$ cat src/hdl/icab_pkg.sv
// Purpose: Shared constants and carrier types for the indirect CSR bridge
// Assumes: APB slave with 32-bit data, byte addressing
// Notes: Fabric side is a simple request/acknowledge port
package icab_pkg;
    localparam logic [11:0] ICAB_DATA_OFFSET = 12'h1AC;
    localparam logic [11:0] ICAB_CMD_OFFSET = 12'h1B0;
    localparam int ICAB_PEND_BIT = 31;
    localparam int ICAB_RNW_BIT = 30;
    localparam int ICAB_UP_BIT = 29;
    localparam int ICAB_DOWN_BIT = 28;
    localparam int ICAB_MASK_LSB = 16;
    localparam int ICAB_MASK_W = 4;
    localparam int ICAB_IDX_W = 16;
    localparam logic [31:0] ICAB_DATA_RESET = 32'h00000000;
    localparam logic [3:0] ICAB_MASK_RESET = 4'h0;
    localparam logic [15:0] ICAB_IDX_RESET = 16'h0000;

    // Request toward the fabric register block
    typedef struct packed {
        logic valid;
        logic read_not_write;
        logic [3:0] lane_write_mask;
        logic [15:0] target_register_index;
        logic [31:0] wdata;
    } icab_req_t;

    // Answer from the fabric register block
    typedef struct packed {
        logic ack;
        logic [31:0] rdata;
    } icab_rsp_t;

    typedef enum logic [1:0] {
        ICAB_IDLE = 2'b01,
        ICAB_WAIT = 2'b10
    } icab_state_t;
endpackage

$ cat src/hdl/icab_bridge.sv
// Purpose: Indirect access path from APB into fabric control and status registers
// Assumes: Fabric holds ack high for one cycle per request; one request in flight
// Notes: Zero wait states on APB; fabric request held from flops
// Function
// - Data register carries transferred fabric value
// - Data read returns fabric data if read
// - Writing pending bit launches one access
// - Pending holds during access, then clears
// - Pending clear means read data valid
// - Bit 30 selects read (1) or write
// - Step-up data write starts, then increments
// - Step-up data read increments, starts read
// - Step-down data write starts, then decrements
// - Step-down data read decrements, starts read
// - Step-up wins over step-down
// - Lane mask gates written fabric bytes
// - Bits 15:0 hold target index, reset zero
`timescale 1ns/1ns
module icab_bridge
    import icab_pkg::*;
(
    input wire logic pclk,
    input wire logic presetn,
    input wire logic clk_en,
    input wire logic psel,
    input wire logic penable,
    input wire logic pwrite,
    input wire logic [11:0] paddr,
    input wire logic [31:0] pwdata,
    input wire logic [3:0] pstrb,
    output logic [31:0] prdata,
    output logic pready,
    output logic pslverr,
    output icab_req_t fab_req,
    input wire icab_rsp_t fab_rsp
);

    ////////////////////////////////////////////////////////////////////////////////
    // Register state
    logic [31:0] data_q;
    logic [31:0] data_d;
    logic pend_q;
    logic pend_d;
    logic rnw_q;
    logic rnw_d;
    logic up_q;
    logic up_d;
    logic down_q;
    logic down_d;
    logic [3:0] mask_q;
    logic [3:0] mask_d;
    logic [15:0] idx_q;
    logic [15:0] idx_d;
    logic step_after_q;
    logic step_after_d;
    icab_state_t state_q;
    icab_state_t state_d;

    ////////////////////////////////////////////////////////////////////////////////
    // APB decode
    wire access = psel && penable && clk_en;
    wire hit_data = (paddr == ICAB_DATA_OFFSET);
    wire hit_cmd = (paddr == ICAB_CMD_OFFSET);
    wire wr_data = access && pwrite && hit_data;
    wire wr_cmd = access && pwrite && hit_cmd;
    wire rd_data = access && !pwrite && hit_data;
    wire stepping = up_q || down_q;
    wire fab_done = (state_q == ICAB_WAIT) && fab_rsp.ack;
    wire [31:0] cmd_view = {pend_q, rnw_q, up_q, down_q, 8'h00, mask_q, idx_q};
    wire [15:0] idx_up = idx_q + 16'h0001;
    wire [15:0] idx_down = idx_q - 16'h0001;
    wire [15:0] idx_step = up_q ? idx_up : idx_down;
    wire cmd_start = wr_cmd && pwdata[ICAB_PEND_BIT] && pstrb[3];
    wire auto_start = (wr_data || rd_data) && stepping;
    wire [31:0] strb_mask = {{8{pstrb[3]}}, {8{pstrb[2]}}, {8{pstrb[1]}}, {8{pstrb[0]}}};

    assign pready = 1'b1;
    assign pslverr = 1'b0;
    // Read data: the data register shows the last host write or fabric read; a fabric read in the same cycle as a host write wins
    assign prdata = hit_data ? data_q : (hit_cmd ? cmd_view : 32'h00000000);

    ////////////////////////////////////////////////////////////////////////////////
    // Next-state logic
    always_comb
    begin
        data_d = data_q;
        pend_d = pend_q;
        rnw_d = rnw_q;
        up_d = up_q;
        down_d = down_q;
        mask_d = mask_q;
        idx_d = idx_q;
        step_after_d = step_after_q;
        state_d = state_q;
        if (wr_data)
        begin
            data_d = (data_q & ~strb_mask) | (pwdata & strb_mask);
        end
        if (wr_cmd)
        begin
            if (pstrb[3])
            begin
                rnw_d = pwdata[ICAB_RNW_BIT];
                up_d = pwdata[ICAB_UP_BIT];
                down_d = pwdata[ICAB_DOWN_BIT];
            end
            if (pstrb[2])
            begin
                mask_d = pwdata[ICAB_MASK_LSB +: ICAB_MASK_W];
            end
            if (pstrb[1])
            begin
                idx_d[15:8] = pwdata[15:8];
            end
            if (pstrb[0])
            begin
                idx_d[7:0] = pwdata[7:0];
            end
        end
        unique case (state_q)
            ICAB_IDLE:
            begin
                if (rd_data && stepping && rnw_q)
                begin
                    idx_d = idx_step;
                end
                if (cmd_start || auto_start)
                begin
                    pend_d = 1'b1;
                    state_d = ICAB_WAIT;
                    step_after_d = auto_start && !rnw_q;
                end
            end
            ICAB_WAIT:
            begin
                if (fab_done)
                begin
                    pend_d = 1'b0;
                    state_d = ICAB_IDLE;
                    step_after_d = 1'b0;
                    if (rnw_q)
                    begin
                        data_d = fab_rsp.rdata;
                    end
                    if (step_after_q)
                    begin
                        idx_d = idx_step;
                    end
                end
            end
        endcase
    end

    ////////////////////////////////////////////////////////////////////////////////
    // Registers
    always_ff @(posedge pclk or negedge presetn)
    begin
        if (!presetn)
        begin
            data_q <= ICAB_DATA_RESET;
            pend_q <= 1'b0;
            rnw_q <= 1'b0;
            up_q <= 1'b0;
            down_q <= 1'b0;
            mask_q <= ICAB_MASK_RESET;
            idx_q <= ICAB_IDX_RESET;
            step_after_q <= 1'b0;
            state_q <= ICAB_IDLE;
        end
        else if (clk_en)
        begin
            data_q <= data_d;
            pend_q <= pend_d;
            rnw_q <= rnw_d;
            up_q <= up_d;
            down_q <= down_d;
            mask_q <= mask_d;
            idx_q <= idx_d;
            step_after_q <= step_after_d;
            state_q <= state_d;
        end
    end

    ////////////////////////////////////////////////////////////////////////////////
    // Fabric request, held from flops while pending
    always_comb
    begin
        fab_req.valid = (state_q == ICAB_WAIT);
        fab_req.read_not_write = rnw_q;
        fab_req.lane_write_mask = mask_q;
        fab_req.target_register_index = idx_q;
        fab_req.wdata = data_q;
    end
endmodule

$ cat config.mk
export PLATFORM = sky130hd
export DESIGN_NAME = icab_bridge
export DESIGN_NICKNAME = d
export VERILOG_FILES = /design/src/hdl/icab_pkg.sv /design/src/hdl/icab_bridge.sv
export SDC_FILE = /design/constraint.sdc
export NUM_CORES = 1
export LEC_CHECK = 0
export BUFFER_PORTS_ARGS = -buffer_cell sky130_fd_sc_hd__buf_4
export CELL_PAD_IN_SITES_DETAIL_PLACEMENT = 1
export CELL_PAD_IN_SITES_GLOBAL_PLACEMENT = 2
export CORE_ASPECT_RATIO = 1.75
export CORE_MARGIN = 1
export CORE_UTILIZATION = 26
export DETAILED_ROUTE_END_ITERATION = 10
export MAX_ROUTING_LAYER = met4
export PLACE_DENSITY = 0.89
export SETUP_SLACK_MARGIN = 0.5
export SLEW_MARGIN = 0
export SYNTH_ARGS = -nofsm -noshare
export SYNTH_HDL_FRONTEND = slang
export SYNTH_SLANG_ARGS = --single-unit
$ cat constraint.sdc
create_clock -name pclk -period 2.9 [get_ports pclk]
set_input_delay 0.58 -clock pclk [delete_from_list [all_inputs] [get_ports pclk]]
set_output_delay 0.58 -clock pclk [all_outputs]
set_load 0.05 [all_outputs]
==> run summary <==
The run finished with clean final reports. The overall overflow remaining after global route is 0. The area growth from synthesis to layout came out at 63.68%. The first routing iteration left between 80 and 90 violations. The maximum clock path buffer count came out at 2. Dividing the detail-routed wire length by the instance count gives slightly below 20 um. The net count of the mapped netlist is between 500 and 600. The synthesized area is ~3700 um^2. The critical path in this run is classified as input pin to output port. TritonCTS built the clock tree. The register clock-pin slew on the reported worst setup and hold paths came out at around 0.05 ns. The clock sink total is a little under 60.

During synthesis, Yosys emitted a total of 0 warnings. The starting utilization of the core area is roughly a quarter. For this run, design rule violations remaining after detail routing come to 0.

The standard cell area after detailed placement came out at 5243 um^2. The number of buffers inserted for hold repair after clock tree synthesis is 0. The count of antenna diodes in the layout came out at 0. For this run, the leading register cell type out of synthesis is dfrtp_1.

In this run the clock root is driven by a clkbuf_16. Setup repair after global routing could not meet its margin everywhere. Measured against its own limit, the worst slew margin works out to a little under half. The setup slack after layout is between 0.5 and 0.6 ns.

The floorplan step set the die height to 159.3 um. The detail-routed via count per cell came out at ~5. The number of antenna violations at the first check in global routing was 0. The number of instances in the placed design is roughly 750. The final non-filler cell total is ~780. The largest individual stage delay along the critical path comes from the cell and4bb_2. The die area is between 10000 and 15000 um^2. The core outline area is around 14000 um^2.

In this design, the largest share of critical-path delay is due to simple AND/OR/NAND/NOR gates. The count of buffers from port buffering is 172. The placement row count came out at 57.

The max-cap violation count is 0. On the worst path, the slowest cell contributes a delay of ~0.32 ns. Entering global routing, the biggest net connects around 60 pins. In this run, CTS created clock tree buffers numbering 9. The slew at the pin closest to its max-slew limit came out at 0.8167 ns. The element type at the critical path end is an output port. After layout, the worst path uses between 80 and 90% of the clock period. The ratio of cells with drive above 1 in the final layout is between 40% and 50%.

The first-pass iteration count of the detailed router came out at 4. The final critical delay including setup and external delays came out at roughly 2.4 ns. In the final layout, the multi-input gates occupy around 2300 um^2.

The critical path data arrival time is 1.81 ns. For this design the top-level I/O count stands at ~180. Summed over all layers, the routed wires come to roughly 15000 um. The global-route wire length before repair came out at between 20000 and 25000 um. Hold timing on the final database bottoms out at a slack of approximately 0.34 ns. The maximum fanout along the worst path came out at 21.

Detailed routing inserted a total of approximately 4000 vias. The depth of the worst register-to-register path came out at 9. The logic depth of the worst path, buffers included is 6.

The final max-slew violation count is 0. Across the whole layout, storage elements account for around 1500 um^2. Prior to clock tree synthesis, the placed netlist has a worst setup slack of 0.3006 ns.

The highest attainable clock frequency is approximately 420 MHz. The count of endpoints failing hold in the final timing report is 0. The flip-flop and latch count after synthesis came out at 58.

The number of setup violations in the final report is 0. The weighted congestion at the end of routability-driven global placement is 0.8459. The area of all placed cells without fillers is ~6000 um^2. The number of buffers and inverters on the critical path is 3. The CTS H-tree depth came out at 3. The sequential element share of the synthesized area is roughly two fifths.

The overall power after layout is between 2 and 2.5 mW. Global routing used between 20% and 30% of the available tracks across all layers. The post-synthesis average cell area came out at slightly above 9 um^2. The clock arrives with 0.006458 ns of skew. Walking the worst path, the cells encountered are buf_6, and4bb_2, and4_4, buf_12, and2_2, buf_4. The overall die width came out at roughly 90 um. The power per cell area is around 340 nW/um^2.

The number of enable-type register cells in the synthesized netlist is 0. The data required time of the worst path is 2.32 ns. IR analysis of the VDD net gives a maximum drop of between 0.2 and 0.25 mV. The HPWL reported at the end of detailed placement came out at roughly 11000 um. The number of global-route vias before repair was 4247. The share of flip-flops with an asynchronous set or reset after synthesis came out at 100.0%. The final net count is between 600 and 700. The static leakage power is between 2 and 3 nW. In the final timing run, aggregate negative setup slack is 0 ns. The fill cell instance count of the final layout came out at approximately 1600. STA classifies the critical path startpoint as an input pin.

The number of distinct library cell variants in the gate-level netlist after synthesis came out at 61. The clock latency of the later-clocked register in the worst-skew pair came out at approximately 0.33 ns. The detail route stage leaves a number of antenna-violating nets equal to 0. The kind of path behind the tightest hold check is input pin to asynchronous set/reset pin. The final core utilization came out at 43.49%. The number of cells produced by synthesis is between 400 and 500.
==> cells in the mapped netlist (6+ instances only) <==
| cell type | count | area share [%] |
|---|---|---|
| dfrtp_1 | 57 | 39 |
| nand2_1 | 25 | 2.6 |
| xor2_1 | 6 | 1.4 |
| inv_1 | 12 | 1.2 |
| o21ai_0 | 12 | 1.6 |
| mux2_2 | 6 | 1.8 |
| nor2_1 | 76 | 7.8 |
| and2_1 | 10 | 1.7 |
| xnor2_1 | 7 | 1.7 |
| a21o_1 | 7 | 1.4 |
| o22ai_1 | 39 | 6.6 |
| a22o_1 | 25 | 6.0 |
| clkbuf_1 | 7 | 0.71 |
| ha_1 | 14 | 4.8 |
| nand3_1 | 9 | 1.2 |
| a21oi_2 | 6 | 1.4 |
| a21oi_1 | 14 | 1.9 |
==> cell type report <==
cell class | instances | share of cell area [%]
inverter | 13 | 0.8526
multi-input combinational | 317 | 38.99
sequential | 58 | 24.16
timing repair buffer | 196 | 28.09
clock inverter | 3 | 0.2911
clock buffer | 12 | 3.930
tap | 177 | 3.681
==> logic make-up (layout without fill, tap and decap cells) <==
family	Yosys count	after routing	synth area share, %
multiplexers	7	7	2.144
AND/OR/NAND/NOR	145	145	18.58
XOR/XNOR	13	13	3.097
buffers and inverters	30	224	4.016
adder cells (fa/ha/maj)	15	15	5.310
other	2	2	0.2043
AO/OA/AOI/OAI	135	135	27.13
flip-flops	58	58	39.52
==> metal layers <==
layer | global-route usage (%) | routed length [um]
met1 | 20.69 | 5530
met2 | 39.69 | 8706
met3 | 2.865 | 617
met5 | - | 0
met4 | 7.102 | 389
==> power by group <==
group          switching (mW)  internal, mW
registers              0.0154         0.828
clock network           0.369         0.570
logic                   0.152         0.114
==> worst paths after layout <==
check	endpoint	slack (ns)	from
worst max-delay path	prdata[22]	0.51	paddr[6]
worst min-delay path	data_q[25]	0.34	presetn
worst max register to register	idx_q[13]	0.62	up_q
worst min register to register	data_q[25]	0.53	data_q[25]
max in group asynchronous	idx_q[0]	1.99	presetn
min in group pclk	up_q	0.47	pwdata[29]
==> cell usage in the layout (no fill, tap or decap), drive strengths merged, types with 13 or more instances in the layout <==
master,count
buf,194
a21oi,22
inv,13
o21ai,17
nand2,26
o22ai,39
dfrtp,57
a22o,25
clkbuf,14
ha,14
nor2,77
==> what timing repair did <==
| action | 4_1_cts | 5_1_grt |
|---|---|---|
| buffers inserted | 4 | 7 |
| gates cloned | 0 | 3 |
| setup endpoints to repair | 34 | 43 |
| resized for setup | 22 | 54 |
| endpoints found under the hold margin | 0 | 0 |
| pin swaps | 4 | 12 |
==> state kept, by name, summed over array words and instances, names as in the netlist <==
register,count
state_q,1
down_q,1
pend_q,1
step_after_q,1
up_q,1
idx_q,16
data_q,32
rnw_q,1
mask_q,4
(Power assumes the default switching activity.)
